**src/design/jac_pkg.sv**
```systemverilog
// shared constants and carriers for the jitter attenuator control block
package jac_pkg;
  // ------------------------------------------------------------
  // register offsets
  // ------------------------------------------------------------
  localparam logic [7:0] RX_STATUS_ADDR = 8'h14;
  localparam logic [7:0] RX_REF_DIV_ADDR = 8'h15;
  localparam logic [7:0] RX_OUT_DIV_ADDR = 8'h16;
  localparam logic [7:0] RX_CONFIG_ADDR = 8'h17;
  localparam logic [7:0] TX_STATUS_ADDR = 8'h18;
  localparam logic [7:0] TX_REF_DIV_ADDR = 8'h19;
  localparam logic [7:0] TX_OUT_DIV_ADDR = 8'h1A;
  localparam logic [7:0] TX_CONFIG_ADDR = 8'h1B;
  // ------------------------------------------------------------
  // reset values
  // ------------------------------------------------------------
  localparam logic [7:0] DIVIDER_RESET = 8'h2F;
  localparam logic [7:0] CONFIG_RESET = 8'h01;
  // ------------------------------------------------------------
  // field positions
  // ------------------------------------------------------------
  localparam int UNDERRUN_FLAG_BIT = 0;
  localparam int OVERRUN_FLAG_BIT = 1;
  localparam int SLEW_GUARD_BIT = 0;
  localparam int FIFO_RESET_ON_DIV_BIT = 1;
  localparam int OVERRUN_IRQ_EN_BIT = 2;
  localparam int UNDERRUN_IRQ_EN_BIT = 3;
  localparam int SELF_CENTER_BIT = 4;
  // ------------------------------------------------------------
  // counts in unit intervals
  // ------------------------------------------------------------
  localparam int CENTER_WINDOW_UI = 384;
  localparam int CENTER_MARGIN_UI = 4;
  localparam int SLEW_MARGIN_UI = 1;
  // ------------------------------------------------------------
  // carriers
  // ------------------------------------------------------------
  typedef struct packed {
    logic wr_en;
    logic wr_bit;
    logic rd_en;
  } jac_fifo_in_t;
  typedef struct packed {
    logic rd_bit;
    logic speed_up;
    logic slow_down;
    logic centering;
    logic ovr_evt;
    logic und_evt;
  } jac_chan_out_t;
endpackage

```
**src/design/jac_jat_chan.sv**
```systemverilog
// one jitter attenuator: bit fifo, self-centering, slew guard and loop dividers
`timescale 1ns/100ps
`default_nettype none
module jac_jat_chan #(
  parameter int DEPTH = 32
) (
  input wire logic clock,
  input wire logic sys_rst,
  input wire logic ref_evt,
  input wire logic [7:0] cfg,
  input wire logic [7:0] ref_divider_value,
  input wire logic [7:0] out_divider_value,
  input wire logic loop_rst,
  input wire logic fifo_rst,
  input wire jac_pkg::jac_fifo_in_t fin,
  output jac_pkg::jac_chan_out_t fout
);
  localparam int AW = $clog2(DEPTH);
  localparam logic [AW:0] FULL_LVL = (AW+1)'(DEPTH);
  localparam logic [AW:0] CTR_LO = (AW+1)'(jac_pkg::CENTER_MARGIN_UI);
  localparam logic [AW:0] CTR_HI = (AW+1)'(DEPTH - jac_pkg::CENTER_MARGIN_UI);
  localparam logic [AW:0] SLEW_LO = (AW+1)'(jac_pkg::SLEW_MARGIN_UI);
  localparam logic [AW:0] SLEW_HI = (AW+1)'(DEPTH - jac_pkg::SLEW_MARGIN_UI);
  localparam logic [8:0] WINDOW = 9'(jac_pkg::CENTER_WINDOW_UI);

  if (DEPTH < 16 || DEPTH != (1 << AW)) begin : g_depth_check
    $error("depth must be a power of two, 16 or more");
  end

  logic [DEPTH-1:0] mem;
  logic [AW-1:0] wr_ptr, rd_ptr;
  logic [AW:0] fill;
  logic [8:0] center_cnt;
  logic self_centering_enable_q;
  logic [7:0] ref_cnt, out_cnt;
  logic signed [7:0] phase;
  logic full, empty, self_centering_enable_on, push, pop, drop, ref_ph, out_ph;

  assign full = (fill == FULL_LVL);
  assign empty = (fill == '0);
  assign self_centering_enable_on = cfg[jac_pkg::SELF_CENTER_BIT] && (center_cnt != '0);
  // during centering the read pointer is held 4 UI clear of both ends; data is lost meanwhile
  assign pop = fin.rd_en && !empty && !(self_centering_enable_on && fill <= CTR_LO);
  assign drop = self_centering_enable_on && fin.wr_en && (fill >= CTR_HI) && !pop;
  // without centering a write into a full fifo is refused, stored data untouched
  assign push = fin.wr_en && (!full || drop);
  assign ref_ph = ref_evt && (ref_cnt == ref_divider_value);
  assign out_ph = fin.rd_en && (out_cnt == out_divider_value);

  // ------------------------------------------------------------
  // fifo storage and pointers
  // ------------------------------------------------------------
  always_ff @(posedge clock) begin
    if (push) mem[wr_ptr] <= fin.wr_bit;
  end

  always_ff @(posedge clock) begin
    if (sys_rst || fifo_rst) begin
      wr_ptr <= '0;
      rd_ptr <= '0;
      fill <= '0;
    end else begin
      if (push) wr_ptr <= wr_ptr + 1'b1;
      if (pop || drop) rd_ptr <= rd_ptr + 1'b1;
      fill <= fill + (AW+1)'(push) - (AW+1)'(pop) - (AW+1)'(drop);
    end
  end

  // ------------------------------------------------------------
  // centering window, stretched while an alarm persists
  // ------------------------------------------------------------
  always_ff @(posedge clock) begin
    if (sys_rst) begin
      self_centering_enable_q <= 1'b0;
      center_cnt <= '0;
    end else begin
      self_centering_enable_q <= cfg[jac_pkg::SELF_CENTER_BIT];
      if (!cfg[jac_pkg::SELF_CENTER_BIT]) begin
        center_cnt <= '0;
      end else if (!self_centering_enable_q || (fin.wr_en && full) || (fin.rd_en && empty)) begin
        center_cnt <= WINDOW;
      end else if (fin.rd_en && center_cnt != '0 && !full && !empty) begin
        center_cnt <= center_cnt - 1'b1;
      end
    end
  end

  // ------------------------------------------------------------
  // loop dividers and phase discriminator
  // ------------------------------------------------------------
  always_ff @(posedge clock) begin
    if (sys_rst || loop_rst) begin
      ref_cnt <= '0;
      out_cnt <= '0;
      phase <= '0;
    end else begin
      if (ref_evt) ref_cnt <= ref_ph ? 8'h00 : ref_cnt + 1'b1;
      if (fin.rd_en) out_cnt <= out_ph ? 8'h00 : out_cnt + 1'b1;
      if (ref_ph && !out_ph && phase != 8'sh7F) phase <= phase + 8'sh01;
      else if (out_ph && !ref_ph && phase != -8'sh80) phase <= phase - 8'sh01;
    end
  end

  // ------------------------------------------------------------
  // registered outputs
  // ------------------------------------------------------------
  always_ff @(posedge clock) begin
    if (sys_rst) begin
      fout <= '0;
    end else begin
      if (pop) fout.rd_bit <= mem[rd_ptr];
      fout.ovr_evt <= fin.wr_en && full;
      fout.und_evt <= fin.rd_en && empty;
      fout.centering <= self_centering_enable_on;
      // guard overrides the loop near the fifo ends
      if (cfg[jac_pkg::SLEW_GUARD_BIT] && fill >= SLEW_HI) begin
        fout.speed_up <= 1'b1;
        fout.slow_down <= 1'b0;
      end else if (cfg[jac_pkg::SLEW_GUARD_BIT] && fill <= SLEW_LO) begin
        fout.speed_up <= 1'b0;
        fout.slow_down <= 1'b1;
      end else begin
        fout.speed_up <= (phase > 8'sh00);
        fout.slow_down <= (phase < 8'sh00);
      end
    end
  end
endmodule // jac_jat_chan
`default_nettype wire

```
**src/design/jac_top.sv**
```systemverilog
// register file, pin sampling and interrupt for both jitter attenuators
//
// Added by the designer: strobed register access.
`timescale 1ns/100ps
`default_nettype none
module jac_top #(
  parameter int DEPTH = 32
) (
  input wire logic clock,
  input wire logic sys_rst,
  input wire logic [7:0] reg_addr,
  input wire logic [7:0] reg_wdata,
  input wire logic reg_wr,
  input wire logic reg_rd,
  output logic [7:0] reg_rdata,
  input wire logic recovered_clock_pin,
  input wire logic tx_clock_pin,
  input wire logic [3:0] tx_ref_clock_pins,
  input wire logic diag_loopback,
  input wire logic tx_ref_select_hi,
  input wire logic tx_ref_select_lo,
  input wire jac_pkg::jac_fifo_in_t rx_fifo_in,
  input wire jac_pkg::jac_fifo_in_t tx_fifo_in,
  output jac_pkg::jac_chan_out_t rx_out,
  output jac_pkg::jac_chan_out_t tx_out,
  output logic interrupt_out_n
);

  // ------------------------------------------------------------
  // parameter check
  // ------------------------------------------------------------
  // the channel pointers wrap by their bit width, so the depth must be
  // a power of two; below 16 the 4 UI centering margins and the 1 UI
  // slew margins would crowd each other and leave no working band;
  // a misfit depth is refused at elaboration rather than misbehaving later
  if (DEPTH < 16 || DEPTH != (1 << $clog2(DEPTH))) begin : g_depth_check
    $error("depth must be a power of two, 16 or more");
  end

  // ------------------------------------------------------------
  // declarations
  // ------------------------------------------------------------
  localparam int NPIN = 6;

  logic [NPIN-1:0] pin_meta;
  logic [NPIN-1:0] pin_sync;
  logic [NPIN-1:0] pin_last;
  logic [NPIN-1:0] pin_rise;

  logic [7:0] rx_ref_divider_value;
  logic [7:0] rx_out_divider_value;
  logic [7:0] rx_config;
  logic [7:0] tx_ref_divider_value;
  logic [7:0] tx_out_divider_value;
  logic [7:0] tx_config;

  logic [1:0] rx_flags;
  logic [1:0] tx_flags;

  logic rx_loop_rst;
  logic rx_fifo_rst;
  logic tx_loop_rst;
  logic tx_fifo_rst;

  logic rx_ref_evt;
  logic tx_ref_evt;

  logic rx_div_wr;
  logic tx_div_wr;
  logic rx_stat_rd;
  logic tx_stat_rd;

  logic [7:0] next_rdata;
  logic [1:0] rx_irq_en;
  logic [1:0] tx_irq_en;
  logic irq_any;

  jac_pkg::jac_chan_out_t rx_chan;
  jac_pkg::jac_chan_out_t tx_chan;

  // ------------------------------------------------------------
  // pin sampling
  // ------------------------------------------------------------
  // every clock pin is asynchronous to the system clock; the second
  // stage is the first one any logic may look at
  always_ff @(posedge clock) begin
    if (sys_rst) begin
      pin_meta <= '0;
      pin_sync <= '0;
      pin_last <= '0;
    end else begin
      pin_meta <= {tx_ref_clock_pins, tx_clock_pin, recovered_clock_pin};
      pin_sync <= pin_meta;
      pin_last <= pin_sync;
    end
  end

  assign pin_rise = pin_sync & ~pin_last;

  // ------------------------------------------------------------
  // reference selection
  // ------------------------------------------------------------
  // the pins are only sampled, so reference rates must stay well
  // below half the system clock for each edge to be seen
  always_comb begin
    rx_ref_evt = diag_loopback ? pin_rise[1] : pin_rise[0];
    case ({tx_ref_select_hi, tx_ref_select_lo})
      2'b00: tx_ref_evt = pin_rise[2];
      2'b01: tx_ref_evt = pin_rise[3];
      2'b10: tx_ref_evt = pin_rise[4];
      default: tx_ref_evt = pin_rise[5];
    endcase
  end

  // ------------------------------------------------------------
  // address decode
  // ------------------------------------------------------------
  always_comb begin
    rx_div_wr = 1'b0;
    tx_div_wr = 1'b0;
    if (reg_wr && (reg_addr == jac_pkg::RX_REF_DIV_ADDR)) begin
      rx_div_wr = 1'b1;
    end else if (reg_wr && (reg_addr == jac_pkg::RX_OUT_DIV_ADDR)) begin
      rx_div_wr = 1'b1;
    end else if (reg_wr && (reg_addr == jac_pkg::TX_REF_DIV_ADDR)) begin
      tx_div_wr = 1'b1;
    end else if (reg_wr && (reg_addr == jac_pkg::TX_OUT_DIV_ADDR)) begin
      tx_div_wr = 1'b1;
    end
  end

  assign rx_stat_rd = reg_rd && (reg_addr == jac_pkg::RX_STATUS_ADDR);
  assign tx_stat_rd = reg_rd && (reg_addr == jac_pkg::TX_STATUS_ADDR);

  // ------------------------------------------------------------
  // receive attenuator registers
  // ------------------------------------------------------------
  always_ff @(posedge clock) begin
    if (sys_rst) begin
      rx_ref_divider_value <= jac_pkg::DIVIDER_RESET;
      rx_out_divider_value <= jac_pkg::DIVIDER_RESET;
      rx_config <= jac_pkg::CONFIG_RESET;
    end else if (reg_wr) begin
      if (reg_addr == jac_pkg::RX_REF_DIV_ADDR) begin
        rx_ref_divider_value <= reg_wdata;
      end else if (reg_addr == jac_pkg::RX_OUT_DIV_ADDR) begin
        rx_out_divider_value <= reg_wdata;
      end else if (reg_addr == jac_pkg::RX_CONFIG_ADDR) begin
        rx_config <= {3'h0, reg_wdata[4:0]};
      end
    end
  end

  // ------------------------------------------------------------
  // transmit attenuator registers
  // ------------------------------------------------------------
  always_ff @(posedge clock) begin
    if (sys_rst) begin
      tx_ref_divider_value <= jac_pkg::DIVIDER_RESET;
      tx_out_divider_value <= jac_pkg::DIVIDER_RESET;
      tx_config <= jac_pkg::CONFIG_RESET;
    end else if (reg_wr) begin
      if (reg_addr == jac_pkg::TX_REF_DIV_ADDR) begin
        tx_ref_divider_value <= reg_wdata;
      end else if (reg_addr == jac_pkg::TX_OUT_DIV_ADDR) begin
        tx_out_divider_value <= reg_wdata;
      end else if (reg_addr == jac_pkg::TX_CONFIG_ADDR) begin
        tx_config <= {3'h0, reg_wdata[4:0]};
      end
    end
  end

  // ------------------------------------------------------------
  // loop and fifo resets from divider writes
  // ------------------------------------------------------------
  // the reset pulse lands one cycle after the write, together with
  // the new divider value, so the loop restarts on the new ratio
  always_ff @(posedge clock) begin
    if (sys_rst) begin
      rx_loop_rst <= 1'b0;
      rx_fifo_rst <= 1'b0;
      tx_loop_rst <= 1'b0;
      tx_fifo_rst <= 1'b0;
    end else begin
      rx_loop_rst <= rx_div_wr;
      rx_fifo_rst <= rx_div_wr && rx_config[jac_pkg::FIFO_RESET_ON_DIV_BIT];
      tx_loop_rst <= tx_div_wr;
      tx_fifo_rst <= tx_div_wr && tx_config[jac_pkg::FIFO_RESET_ON_DIV_BIT];
    end
  end

  // ------------------------------------------------------------
  // attenuator channels
  // ------------------------------------------------------------
  jac_jat_chan #(
    .DEPTH(DEPTH)
  ) u_rx_chan (
    .clock(clock),
    .sys_rst(sys_rst),
    .ref_evt(rx_ref_evt),
    .cfg(rx_config),
    .ref_divider_value(rx_ref_divider_value),
    .out_divider_value(rx_out_divider_value),
    .loop_rst(rx_loop_rst),
    .fifo_rst(rx_fifo_rst),
    .fin(rx_fifo_in),
    .fout(rx_chan)
  );

  jac_jat_chan #(
    .DEPTH(DEPTH)
  ) u_tx_chan (
    .clock(clock),
    .sys_rst(sys_rst),
    .ref_evt(tx_ref_evt),
    .cfg(tx_config),
    .ref_divider_value(tx_ref_divider_value),
    .out_divider_value(tx_out_divider_value),
    .loop_rst(tx_loop_rst),
    .fifo_rst(tx_fifo_rst),
    .fin(tx_fifo_in),
    .fout(tx_chan)
  );

  // the channel outputs are already flops; a second stage keeps the
  // top outputs registered at this level without reshaping them
  always_ff @(posedge clock) begin
    if (sys_rst) begin
      rx_out <= '0;
      tx_out <= '0;
    end else begin
      rx_out <= rx_chan;
      tx_out <= tx_chan;
    end
  end

  // ------------------------------------------------------------
  // sticky event flags
  // ------------------------------------------------------------
  // an event in the same cycle as the clearing read stays set, so it
  // is reported by the next read instead of being lost
  always_ff @(posedge clock) begin
    if (sys_rst) begin
      rx_flags <= '0;
    end else begin
      rx_flags[jac_pkg::OVERRUN_FLAG_BIT] <= rx_chan.ovr_evt
        || (rx_flags[jac_pkg::OVERRUN_FLAG_BIT] && !rx_stat_rd);
      rx_flags[jac_pkg::UNDERRUN_FLAG_BIT] <= rx_chan.und_evt
        || (rx_flags[jac_pkg::UNDERRUN_FLAG_BIT] && !rx_stat_rd);
    end
  end

  always_ff @(posedge clock) begin
    if (sys_rst) begin
      tx_flags <= '0;
    end else begin
      tx_flags[jac_pkg::OVERRUN_FLAG_BIT] <= tx_chan.ovr_evt
        || (tx_flags[jac_pkg::OVERRUN_FLAG_BIT] && !tx_stat_rd);
      tx_flags[jac_pkg::UNDERRUN_FLAG_BIT] <= tx_chan.und_evt
        || (tx_flags[jac_pkg::UNDERRUN_FLAG_BIT] && !tx_stat_rd);
    end
  end

  // ------------------------------------------------------------
  // interrupt
  // ------------------------------------------------------------
  always_comb begin
    rx_irq_en = '0;
    tx_irq_en = '0;
    rx_irq_en[jac_pkg::OVERRUN_FLAG_BIT] = rx_config[jac_pkg::OVERRUN_IRQ_EN_BIT];
    rx_irq_en[jac_pkg::UNDERRUN_FLAG_BIT] = rx_config[jac_pkg::UNDERRUN_IRQ_EN_BIT];
    tx_irq_en[jac_pkg::OVERRUN_FLAG_BIT] = tx_config[jac_pkg::OVERRUN_IRQ_EN_BIT];
    tx_irq_en[jac_pkg::UNDERRUN_FLAG_BIT] = tx_config[jac_pkg::UNDERRUN_IRQ_EN_BIT];
    irq_any = |(rx_flags & rx_irq_en) || |(tx_flags & tx_irq_en);
  end

  always_ff @(posedge clock) begin
    if (sys_rst) begin
      interrupt_out_n <= 1'b1;
    end else begin
      interrupt_out_n <= !irq_any;
    end
  end

  // ------------------------------------------------------------
  // read data
  // ------------------------------------------------------------
  always_comb begin
    next_rdata = 8'h00;
    if (reg_addr == jac_pkg::RX_STATUS_ADDR) begin
      next_rdata = {6'h00, rx_flags};
    end else if (reg_addr == jac_pkg::RX_REF_DIV_ADDR) begin
      next_rdata = rx_ref_divider_value;
    end else if (reg_addr == jac_pkg::RX_OUT_DIV_ADDR) begin
      next_rdata = rx_out_divider_value;
    end else if (reg_addr == jac_pkg::RX_CONFIG_ADDR) begin
      next_rdata = rx_config;
    end else if (reg_addr == jac_pkg::TX_STATUS_ADDR) begin
      next_rdata = {6'h00, tx_flags};
    end else if (reg_addr == jac_pkg::TX_REF_DIV_ADDR) begin
      next_rdata = tx_ref_divider_value;
    end else if (reg_addr == jac_pkg::TX_OUT_DIV_ADDR) begin
      next_rdata = tx_out_divider_value;
    end else if (reg_addr == jac_pkg::TX_CONFIG_ADDR) begin
      next_rdata = tx_config;
    end
  end

  // read data stand only in the cycle after the strobe, zero otherwise
  always_ff @(posedge clock) begin
    if (sys_rst) begin
      reg_rdata <= 8'h00;
    end else if (reg_rd) begin
      reg_rdata <= next_rdata;
    end else begin
      reg_rdata <= 8'h00;
    end
  end

endmodule // jac_top
`default_nettype wire

```
**config.mk**
```make
export PLATFORM = sky130hd
export DESIGN_NAME = jac_top
export DESIGN_NICKNAME = d
export VERILOG_FILES = /design/src/design/jac_pkg.sv /design/src/design/jac_jat_chan.sv /design/src/design/jac_top.sv
export SDC_FILE = /design/constraint.sdc
export NUM_CORES = 1
export LEC_CHECK = 0
export BUFFER_PORTS_ARGS = -buffer_cell sky130_fd_sc_hd__buf_2
export CORE_UTILIZATION = 58
export CTS_BUF_LIST = sky130_fd_sc_hd__clkbuf_2 sky130_fd_sc_hd__clkbuf_4 sky130_fd_sc_hd__clkbuf_8
export CTS_CLUSTER_SIZE = 28
export DETAILED_ROUTE_END_ITERATION = 6
export PLACE_DENSITY = 0.8
export SYNTH_ARGS = -nofsm -noshare
export SYNTH_HDL_FRONTEND = slang
export SYNTH_HIERARCHICAL = 1
export SYNTH_SLANG_ARGS = --single-unit
export TNS_END_PERCENT = 10
```
**constraint.sdc**
```tcl
create_clock -name clock -period 3.3 [get_ports clock]
set_input_delay 0.66 -clock clock [delete_from_list [all_inputs] [get_ports clock]]
set_output_delay 0.66 -clock clock [all_outputs]
set_load 0.02 [all_outputs]
```
==> impl_results.md, run 1 <==
- Status: finished, final reports clean
- Final Hold Fails: 0
- Max Freq: 312 MHz
- WP data arrival: 3660 ps
- Final net count: 1,472
- Layout cells sized above 1: 20.0%
- First-pass GRT wire length: ~44 mm
- RSZ-0062 raised after global routing: true
- HPWL after DPL: 18.3 mm
- Layout fillers: 1,585
- Crit end category: flop
- Initial drt markers: 616
- Combinational power share: 19.0%
- Final WS setup: 94.9 ps
- Worst Clk Skew: 37.2 ps
- Syn avg cell area: 9.91 µm²
- Min Hold Slack: 326 ps
- Cell repeated most along the worst path: ha_1
- Number of global-route vias before repair: 9,076
- Max Cap Viol: 0
- Clk pin slew, worst setup/hold paths: around 60 ps
- Grt ovf: 0
- Core area: approximately 21,000 µm²
- CTS buffer count: 44
- DR DRC count: 0
- Port bufs: 55
- Syn nets: roughly 1.4k
- Final WL: about 27 mm
- Clk sinks: 265
- Via density: 5.59
- Starting Density: 59.6%
- Die height: 149 µm
- Skew-Pair Late Insertion Delay: 570 ps
- CTS tree: built
- Cells along the critical path: inv_1, ha_2, nor4bb_2, a2111oi_0, o21ai_2, and2_1, ha_1, ha_1, fa_2, a21o_1, a21oi_1, xnor2_1, nor2_1
- Chip width: about 150 µm
- Post-route ant nets: 0
- Clock Power Share: 36.7%
- CP Buf/Inv Count: 1
- DR WL/cell: roughly 16 µm
- Grt met2 use: about two fifths
- Pre-Repair DR Iteration Count: 4
- # IOs: 56
- Maximum VDD drop: 0.321 mV
- Max-slew violations: 0
- Crit-path max cell delay: ~550 ps
- CP required: 3750 ps
- Pin count of the biggest net entering global routing: 55
- PwrDens: around 570 nW/µm²
- Syn. warnings: 6
- M1 GR Usage: 32.4%
- Row Count: 53
- P_sw: 0.00231 W
- Crit Path Category: flop to flop
- Antenna cells: 0
- Gpl congestion: 0.854
- Non-filler cells, final: 1,688
- Final Critical Period: roughly 3200 ps
- Syn Inst Count: 1,272
- Switch share: roughly 28%
- Slew @ Worst Pin: around 1100 ps
- CTS Root Cell: clkbuf_8
- Final setup viols: 0
- Cell Int Power: 0.00603 W
- Htree depth: 2
- Dpl cells: 1,601
- Busiest grt layer: met2
- Met3 Usage GRT: 3.69%
- Leak Pwr: 5.71 nW
- Slew HR: 27.5%
- Worst Path Max Fanout: 5
- Worst setup SP type: flop
- Worst path top cell family by delay: compound AO/OA/AOI/OAI gates
- Netlist Area Pre-Place: 12,600 µm²
- Sequential Power Share: 44.3%
- Hold_buf cts: 0
- Clock Path Buffers: 3
- Max stage delay cell, worst path: a2111oi_0
- Via count: 9,430
- GRT Util Overall: 24.3%
- HP Class: input pin to flop
- Area of the die: 22,300 µm²
- Synthesis-to-finish area growth: 15.2%
- Overall power: 0.00835 W
- Initial antenna violation count: 0
- Pre-CTS setup slack: -347 ps
- Tcrit/Tclk final: between 90% and 100%
[cell type report]
type	count	area (µm²)	area share (%)
well taps	275	344	2.37
multi-input cells	912	6410	44.2
clock inverters	16	129	0.888
clock buffers	66	821	5.65
flip-flops and latches	265	5950	41.0
repair buffers	111	698	4.81
inverters	43	161	1.11
[metrics by stage]
step	area (µm²)	TNS (ps)	utilization [%]
final	14500	0	68.6
after CTS	14400	0	68.0
after global placement	13400	-386	63.3
after global routing	14500	-175	68.6
after floorplan	12600	0	-
after detailed placement	13400	-881	63.3
[metal layers]
metal	wire length [µm]	vias up
met4	469	0
met2	12900	214
met3	1310	51
met5	0	-
met1	12100	4502
li1	-	4663
[power groups by stage]
stage          logic (W)  registers [W]  clock network, W
3_3_place_gp     0.00137        0.00373                 0
2_1_floorplan    0.00112        0.00367                 0
3_5_place_dp     0.00143        0.00374                 0
6_report         0.00159        0.00369           0.00306
4_1_cts          0.00148        0.00368           0.00312
5_1_grt          0.00177        0.00372           0.00326
[repair_timing]
item | in CTS | in global routing
setup endpoints to repair | 2 | 6
pin swaps | 0 | 13
gates resized for setup | 7 | 29
buffers inserted | 0 | 5
[registers in the layout, summed over array words and instances (netlist names), 8 cells and up]
signal                cells
u_rx_chan/mem            32
u_tx_chan/mem            32
u_rx_chan/center_cnt      9
u_tx_chan/center_cnt      9
reg_rdata                 8
rx_out_divider_value      8
rx_ref_divider_value      8
tx_out_divider_value      8
tx_ref_divider_value      8
u_rx_chan/out_cnt         8
u_rx_chan/phase           8
u_rx_chan/ref_cnt         8
u_tx_chan/out_cnt         8
u_tx_chan/phase           8
u_tx_chan/ref_cnt         8
[placed cells by master (no fill, tap or decap), types with 11 or more instances in the layout]
cell type  count
nor2_1       221
dfxtp_1      199
a21oi_1       72
xor2_1        66
edfxtp_1      64
buf_4         57
buf_2         54
nand2_1       53
clkbuf_8      52
ha_1          52
nand3_1       47
nor3_1        40
nor2b_1       39
inv_1         38
mux2i_1       35
xnor2_1       33
nand4_1       24
mux4_2        22
o21ai_0       20
clkbuf_4      14
and3_1        13
nand2b_1      11
[final timing paths]
path / cells after the start / endpoint / from / slack [ps]
min: 2 / pin_meta[5]$_SDFF_PP0_ / tx_ref_clock_pins[3] / 330
max: 13 / u_tx_chan/fill[5]$_SDFF_PP0_ / u_tx_chan/fill[5]$_SDFF_PP0_ / 90
min reg2reg: 1 / pin_sync[4]$_SDFF_PP0_ / pin_meta[4]$_SDFF_PP0_ / 430
max reg2reg: 13 / u_tx_chan/fill[5]$_SDFF_PP0_ / u_tx_chan/fill[5]$_SDFF_PP0_ / 90
No activity file was read; power rests on OpenSTA's default activity.
==> run 2, diff against run 1 <==
--- a/config.mk
+++ b/config.mk
@@ -6,6 +6,7 @@
 export NUM_CORES = 1
 export LEC_CHECK = 0
 export BUFFER_PORTS_ARGS = -buffer_cell sky130_fd_sc_hd__buf_2
+export CORE_ASPECT_RATIO = 0.9
 export CORE_UTILIZATION = 58
 export CTS_BUF_LIST = sky130_fd_sc_hd__clkbuf_2 sky130_fd_sc_hd__clkbuf_4 sky130_fd_sc_hd__clkbuf_8
 export CTS_CLUSTER_SIZE = 28
==> impl_results.md, run 2 (same netlist as run 1, synthesis figures left out) <==
- Commonest non-fill, non-tap cell in the layout: nor2_1
- R2R Setup Slk: 70 ps (-30 ps)
- Row Count: 50 (-5.7%)
- HP Class: input pin to flop
- # IOs: 56 (unchanged)
- CTS buffer count: 42 (-4.5%)
- Initial drt markers: 644 (+4.5%)
- Clk pin slew, worst setup/hold paths: 60 ps (about the same)
- Non-filler cells, final: 1,689 (+0.059%)
- CP required: 3720 ps (-30 ps)
- Layout cells sized above 1: 19.5% (-0.57 points)
- Grt ovf: 0 (unchanged)
- Placed Area: 13,400 µm² (about the same)
- HPWL after DPL: 18.7 mm (+2.4%)
- Max stage delay cell, worst path: nor4bb_4
- Port bufs: 55 (unchanged)
- Post-route ant nets: 0 (unchanged)
- Final net count: 1,466 (-0.41%)
- Crit end category: flop
- Cell repeated most along the worst path: ha_1
- Crit path from: u_tx_chan/fill[2]$_SDFF_PP0_
- Clock Path Buffers: 3 (unchanged)
- Die height: 142 µm (-5.1%)
- Worst Path Max Fanout: 3 (-2)
- First-pass GRT wire length: 43.8 mm (+0.56%)
- Setup tns final: 0 ps (unchanged)
- Clk sinks: 265 (unchanged)
- Max Freq: 309 MHz (-0.81%)
- DR WL/cell: 15.8 µm (-0.15%)
- Biggest regs: u_rx_chan/mem x32, u_tx_chan/mem x32
- Core area: 21,100 µm² (-0.34%)
- DR DRC count: 0 (unchanged)
- Crit path capture: u_tx_chan/fill[5]$_SDFF_PP0_
- Final WL: 26.7 mm (about the same)
- Crit-path max cell delay: 400 ps (-150 ps)
- Final Hold Fails: 0 (unchanged)
- Min-Delay Path Depth: 2 (unchanged)
- Tcrit/Tclk final: 97.9% (+0.79 points)
- Synthesis-to-finish area growth: 14.8%
- Status: finished, final reports clean
- Commonest non-fill, non-tap cells in the layout: nor2_1, dfxtp_1, a21oi_1, xor2_1, edfxtp_1
- Min Hold Slack: 334 ps (+8.39 ps)
- GRT Util Overall: 24.4% (+0.14 points)
- PwrDens: 574 nW/µm² (-0.23%)
- Dpl cells: 1,611 (+0.62%)
- Maximum VDD drop: 0.401 mV (+25%)
- Starting Density: 59.8% (+0.20 points)
- Reg area: 5950 µm² (about the same)
- Antenna cells: 0 (unchanged)
- Cells along the critical path: inv_2, ha_2, nor4bb_4, nand2b_4, o21bai_1, nand2_1, ha_1, ha_1, inv_1, ha_1, fa_2, a21o_1, a21oi_1, xnor2_1, nor2_1
- Htree depth: 2 (unchanged)
- Final WS setup: 68.7 ps (-26.2 ps)
- Slew @ Worst Pin: 1240 ps (+180 ps)
- Leak Pwr: 5.68 nW (-0.47%)
- Chip width: 157 µm (+5.3%)
- Slew HR: 16.9% (-11 points)
- CTS tree: built
- Final instance area: 14,500 µm² (-0.27%)
- Worst Clk Skew: 14.5 ps (-22.7 ps)
- Pin count of the biggest net entering global routing: 71 (+29%)
- Crit Reg-Reg Endpoint: u_tx_chan/fill[5]$_SDFF_PP0_
- Reg2Reg Depth: 15 (+2)
- RR Startpoint: u_tx_chan/fill[2]$_SDFF_PP0_
- Final setup viols: 0 (unchanged)
- Hold_buf cts: 0 (unchanged)
- CTS Root Cell: clkbuf_8
- Initial antenna violation count: 1 (+1)
- Final Critical Period: 3230 ps (+26.2 ps)
- Multi-input logic area: 6400 µm² (-0.23%)
- Pre-CTS setup slack: -367 ps (-20.3 ps)
- WP data arrival: 3660 ps (about the same)
- Skew-Pair Late Insertion Delay: 540 ps (-30 ps)
- Gpl congestion: 0.827 (-3.2%)
- Number of global-route vias before repair: 9,078 (+0.022%)
- Via density: 5.61 (+0.36%)
- Max-slew violations: 0 (unchanged)
- Pre-Repair DR Iteration Count: 5 (+1)
- Area of the die: 22,300 µm² (about the same)
- RSZ-0062 raised after global routing: true
- Worst setup SP type: flop
- Via count: 9,470 (+0.42%)
- Crit Path Category: flop to flop
- Layout fillers: 1,576 (-0.57%)
- Max Cap Viol: 0 (unchanged)
==> run 2: changes by cell type in the layout (fill, tap and decap cells not counted), moves of 3 or more <==
cell      before  now
clkbuf_8      52   58
buf_4         57   53
clkinv_1       4    0
dfxtp_1      199  196
clkbuf_4      14   10
dfxtp_2        2    5
==> run 2: metrics by stage <==
step | util, % | power (W)
6_report | 68.7 | 0.00830
5_1_grt | 68.7 | 0.00872
4_1_cts | 68.1 | 0.00827
3_5_place_dp | 63.5 | 0.00521
3_3_place_gp | 63.5 | 0.00515
2_1_floorplan | - | 0.00479
==> run 2: worst max-delay path, delay by kind of cell (launching register included) <==
| family | cells | cell delay [ps] |
|---|---|---|
| AOI/OAI and AO/OA | 3 | 450 |
| DFF | 1 | 340 |
| xor gates and xnor gates | 1 | 130 |
| and+or+nand+nor | 4 | 780 |
| adders and majority gates | 5 | 1270 |
| buffers and inverters | 2 | 130 |
==> run 2: power breakdown <==
part	internal, W	switching (W)	leakage [nW]
clock network	0.00175	0.00126	0.505
registers	0.00349	0.000204	2.21
logic	0.000791	0.000799	2.97
==> run 2: layout make-up <==
cell class / instances / share of cell area, %
flip-flops and latches: 265 / 41.1
repair buffers: 107 / 4.61
clock inverters: 8 / 0.449
multi-input cells: 912 / 44.2
inverters: 43 / 1.11
well taps: 286 / 2.47
clock buffers: 68 / 6.03
==> run 2: how the worst min path moves through the flow <==
stage	slack [ps]	start	endpoint
2_1_floorplan	410	pin_meta[0]$_SDFF_PP0_	pin_sync[0]$_SDFF_PP0_
3_3_place_gp	420	pin_meta[1]$_SDFF_PP0_	pin_sync[1]$_SDFF_PP0_
3_5_place_dp	430	pin_meta[5]$_SDFF_PP0_	pin_sync[5]$_SDFF_PP0_
4_1_cts	310	tx_ref_clock_pins[2]	pin_meta[4]$_SDFF_PP0_
5_1_grt	330	tx_ref_clock_pins[2]	pin_meta[4]$_SDFF_PP0_
6_report	330	tx_ref_clock_pins[2]	pin_meta[4]$_SDFF_PP0_
==> run 2: layer usage <==
| layer | up-vias | wire (µm) | track usage [%] | share of wire, % |
|---|---|---|---|---|
| met5 | - | 13 | 0 | 0.049 |
| met4 | 2 | 494 | 7.77 | 1.8 |
| met3 | 56 | 1320 | 4.37 | 4.9 |
| met2 | 233 | 12800 | 40.8 | 48 |
| met1 | 4529 | 12100 | 32.1 | 45 |
| li1 | 4650 | - | - | - |
==> run 2: what timing repair did <==
item / CTS / global route
resized for setup: 7 / 27
buffers inserted: 0 / 2
pin swaps: 0 / 8
setup endpoints to repair: 3 / 6
==> run 3, diff against run 2 <==
--- a/config.mk
+++ b/config.mk
@@ -7,11 +7,11 @@
 export LEC_CHECK = 0
 export BUFFER_PORTS_ARGS = -buffer_cell sky130_fd_sc_hd__buf_2
 export CORE_ASPECT_RATIO = 0.9
-export CORE_UTILIZATION = 58
+export CORE_UTILIZATION = 30
 export CTS_BUF_LIST = sky130_fd_sc_hd__clkbuf_2 sky130_fd_sc_hd__clkbuf_4 sky130_fd_sc_hd__clkbuf_8
 export CTS_CLUSTER_SIZE = 28
 export DETAILED_ROUTE_END_ITERATION = 6
-export PLACE_DENSITY = 0.8
+export PLACE_DENSITY = 0.47
 export SYNTH_ARGS = -nofsm -noshare
 export SYNTH_HDL_FRONTEND = slang
 export SYNTH_HIERARCHICAL = 1
==> impl_results.md, run 3 (same netlist as run 1, synthesis figures left out) <==
- Status: finished, final reports clean
- Slew HR: 31.9% (+15 points)
- Hold Path End: pin_meta[0]$_SDFF_PP0_
- Chip width: 218 µm (+39%)
- # IOs: 56 (unchanged)
- R2R Setup Slk: 160 ps (+90 ps)
- Core area: 41,000 µm² (+94%)
- Cells along the critical path: xor2_1, nor4_2, nand4_1, nor3_4, inv_4, ha_1, a21oi_2, o221ai_2, o221a_2, or4b_4, a21oi_2, nor3b_2
- PwrDens: 577 nW/µm² (+0.68%)
- Worst Path Max Fanout: 9 (+6)
- Antenna cells: 0 (unchanged)
- Max Cap Viol: 0 (unchanged)
- GRT Util Overall: 13.9% (-11 points)
- Initial antenna violation count: 1 (unchanged)
- Cell repeated most along the worst path: a21oi_2
- Placed Area: 13,800 µm² (+2.9%)
- Skew-Pair Late Insertion Delay: 570 ps (+30 ps)
- Crit-path max cell delay: 490 ps (+90 ps)
- Worst Clk Skew: 22.0 ps (+7.51 ps)
- Via count: 9,165 (-3.2%)
- Die height: 196 µm (+38%)
- Final setup viols: 0 (unchanged)
- Pre-Repair DR Iteration Count: 4 (-1)
- WP data arrival: 3590 ps (-70 ps)
- Maximum VDD drop: 0.303 mV (-24%)
- Final WL: 29.3 mm (+9.6%)
- Tcrit/Tclk final: 95.0% (-2.9 points)
- Overall power: 0.00867 W (+4.4%)
- Post-route ant nets: 0 (unchanged)
- Htree depth: 2 (unchanged)
- HPWL after DPL: 20.8 mm (+11%)
- Worst setup SP type: flop
- RR Startpoint: u_rx_chan/ref_cnt[5]$_SDFFE_PP0P_
- Port bufs: 55 (unchanged)
- CTS Root Cell: clkbuf_8
- HP Class: input pin to flop
- Commonest non-fill, non-tap cells in the layout: nor2_1, dfxtp_1, a21oi_1, xor2_1
- Final Critical Period: 3140 ps (-94.7 ps)
- Crit Path Category: flop to flop
- Clock Path Buffers: 3 (unchanged)
- Crit end category: flop
- Dpl cells: 1,875 (+16%)
- Clk sinks: 265 (unchanged)
- Non-filler cells, final: 1,961 (+16%)
- Gpl congestion: 0.758 (-8.3%)
- CTS buffer count: 46 (+9.5%)
- Max stage delay cell, worst path: or4b_4
- Area of the die: 42,800 µm² (+92%)
- Starting Density: 30.8% (-29 points)
- Max-slew violations: 0 (unchanged)
- Worst hold start: recovered_clock_pin
- CTS tree: built
- Final Hold Fails: 0 (unchanged)
- Number of global-route vias before repair: 9,165 (+0.96%)
- Reg2Reg Depth: 12 (-3)
- RSZ-0062 raised after global routing: true
- Biggest regs: u_rx_chan/mem x32, u_tx_chan/mem x32
- Hold_buf cts: 0 (unchanged)
- Clk pin slew, worst setup/hold paths: 60 ps (about the same)
- Synthesis-to-finish area growth: 19.1%
- Grt ovf: 0 (unchanged)
- Final instance area: 15,000 µm² (+3.7%)
- Via density: 4.67 (-17%)
- Max Freq: 319 MHz (+3.0%)
- CP required: 3750 ps (+30 ps)
- Leak Pwr: 5.79 nW (+1.8%)
- Final net count: 1,481 (+1.0%)
- Initial drt markers: 496 (-23%)
- Commonest non-fill, non-tap cell in the layout: nor2_1
- Min-Delay Path Depth: 2 (unchanged)
- Pin count of the biggest net entering global routing: 76 (+7.0%)
- Row Count: 70 (+40%)
- Layout cells sized above 1: 20.2% (+0.74 points)
- DR DRC count: 0 (unchanged)
- Crit Reg-Reg Endpoint: u_rx_chan/phase[7]$_SDFFE_PP0P_
- First-pass GRT wire length: 48.1 mm (+9.7%)
- Layout fillers: 4,153 (+160%)
- DR WL/cell: 15.0 µm (-5.6%)
- Slew @ Worst Pin: 994 ps (-244 ps)
[run 3: cell types whose count changed in the layout (fill, tap and decap cells not counted), sizes merged]
| cell | before | now |
|---|---|---|
| clkbuf | 68 | 69 |
| clkinv | 7 | 11 |
| bufinv | 1 | 3 |
| buf | 107 | 118 |
[run 3: layer usage]
| layer | vias up | global-route usage, % | share of wire [%] |
|---|---|---|---|
| li1 | 4687 | - | - |
| met1 | 4302 | 19.2 | 49 |
| met2 | 134 | 22.2 | 45 |
| met3 | 42 | 2.67 | 3.9 |
| met4 | 0 | 3.68 | 1.7 |
| met5 | - | 0 | 0 |
[run 3: power by group]
part           total [W]  internal [W]  switching (W)
registers        0.00368       0.00349       0.000190
clock network    0.00335       0.00199        0.00136
logic            0.00164      0.000832       0.000806
[run 3: timing repair]
item                                    in CTS  in global routing
setup buffers                                0                  3
hold endpoints to repair                     0                  0
resized for setup                            1                 33
endpoints found under the setup margin       1                  6
pin swaps                                    0                  6
[run 3: layout make-up]
type	instances	area [µm²]	share of cell area, %
inverter	43	164	1.09
clock buffer	69	906	6.03
sequential	265	5950	39.6
clock inverter	14	140	0.934
timing repair buffer	118	751	5.00
tap	540	676	4.50
multi-input combinational	912	6420	42.8
[run 3: critical path: cells and delay by family (launching register included)]
kind,cells,cell delay [ps]
AND/OR/NAND/NOR,5,1430
AO/OA/AOI/OAI,4,700
flip-flops,1,340
adder cells (fa/ha/maj),1,290
XOR/XNOR,1,170
buffers and inverters,1,100
[run 3: worst max path at each step]
stage / depth (start not counted) / slack (ps) / endpoint / from
after floorplan: 12 / 20 / u_rx_chan/phase[7]$_SDFFE_PP0P_ / diag_loopback
after global placement: 15 / -100 / u_tx_chan/phase[7]$_SDFFE_PP0P_ / tx_ref_select_lo
after detailed placement: 15 / -200 / u_tx_chan/phase[6]$_SDFFE_PP0P_ / tx_ref_select_lo
after CTS: 15 / 1 / u_rx_chan/fill[5]$_SDFF_PP0_ / u_rx_chan/fill[2]$_SDFF_PP0_
after global routing: 12 / -80 / u_rx_chan/phase[7]$_SDFFE_PP0P_ / u_rx_chan/ref_cnt[5]$_SDFFE_PP0P_
final: 12 / 160 / u_rx_chan/phase[7]$_SDFFE_PP0P_ / u_rx_chan/ref_cnt[5]$_SDFFE_PP0P_
[run 3: per-stage QoR]
stage	setup slack [ps]	hold slack [ps]	setup TNS, ps	util [%]
2_1_floorplan	16.2	414	0	-
3_3_place_gp	-95.2	422	-201	33.6
3_5_place_dp	-196	425	-509	33.6
4_1_cts	1.32	270	0	36.2
5_1_grt	-81.4	302	-106	36.6
6_report	163	323	0	36.6
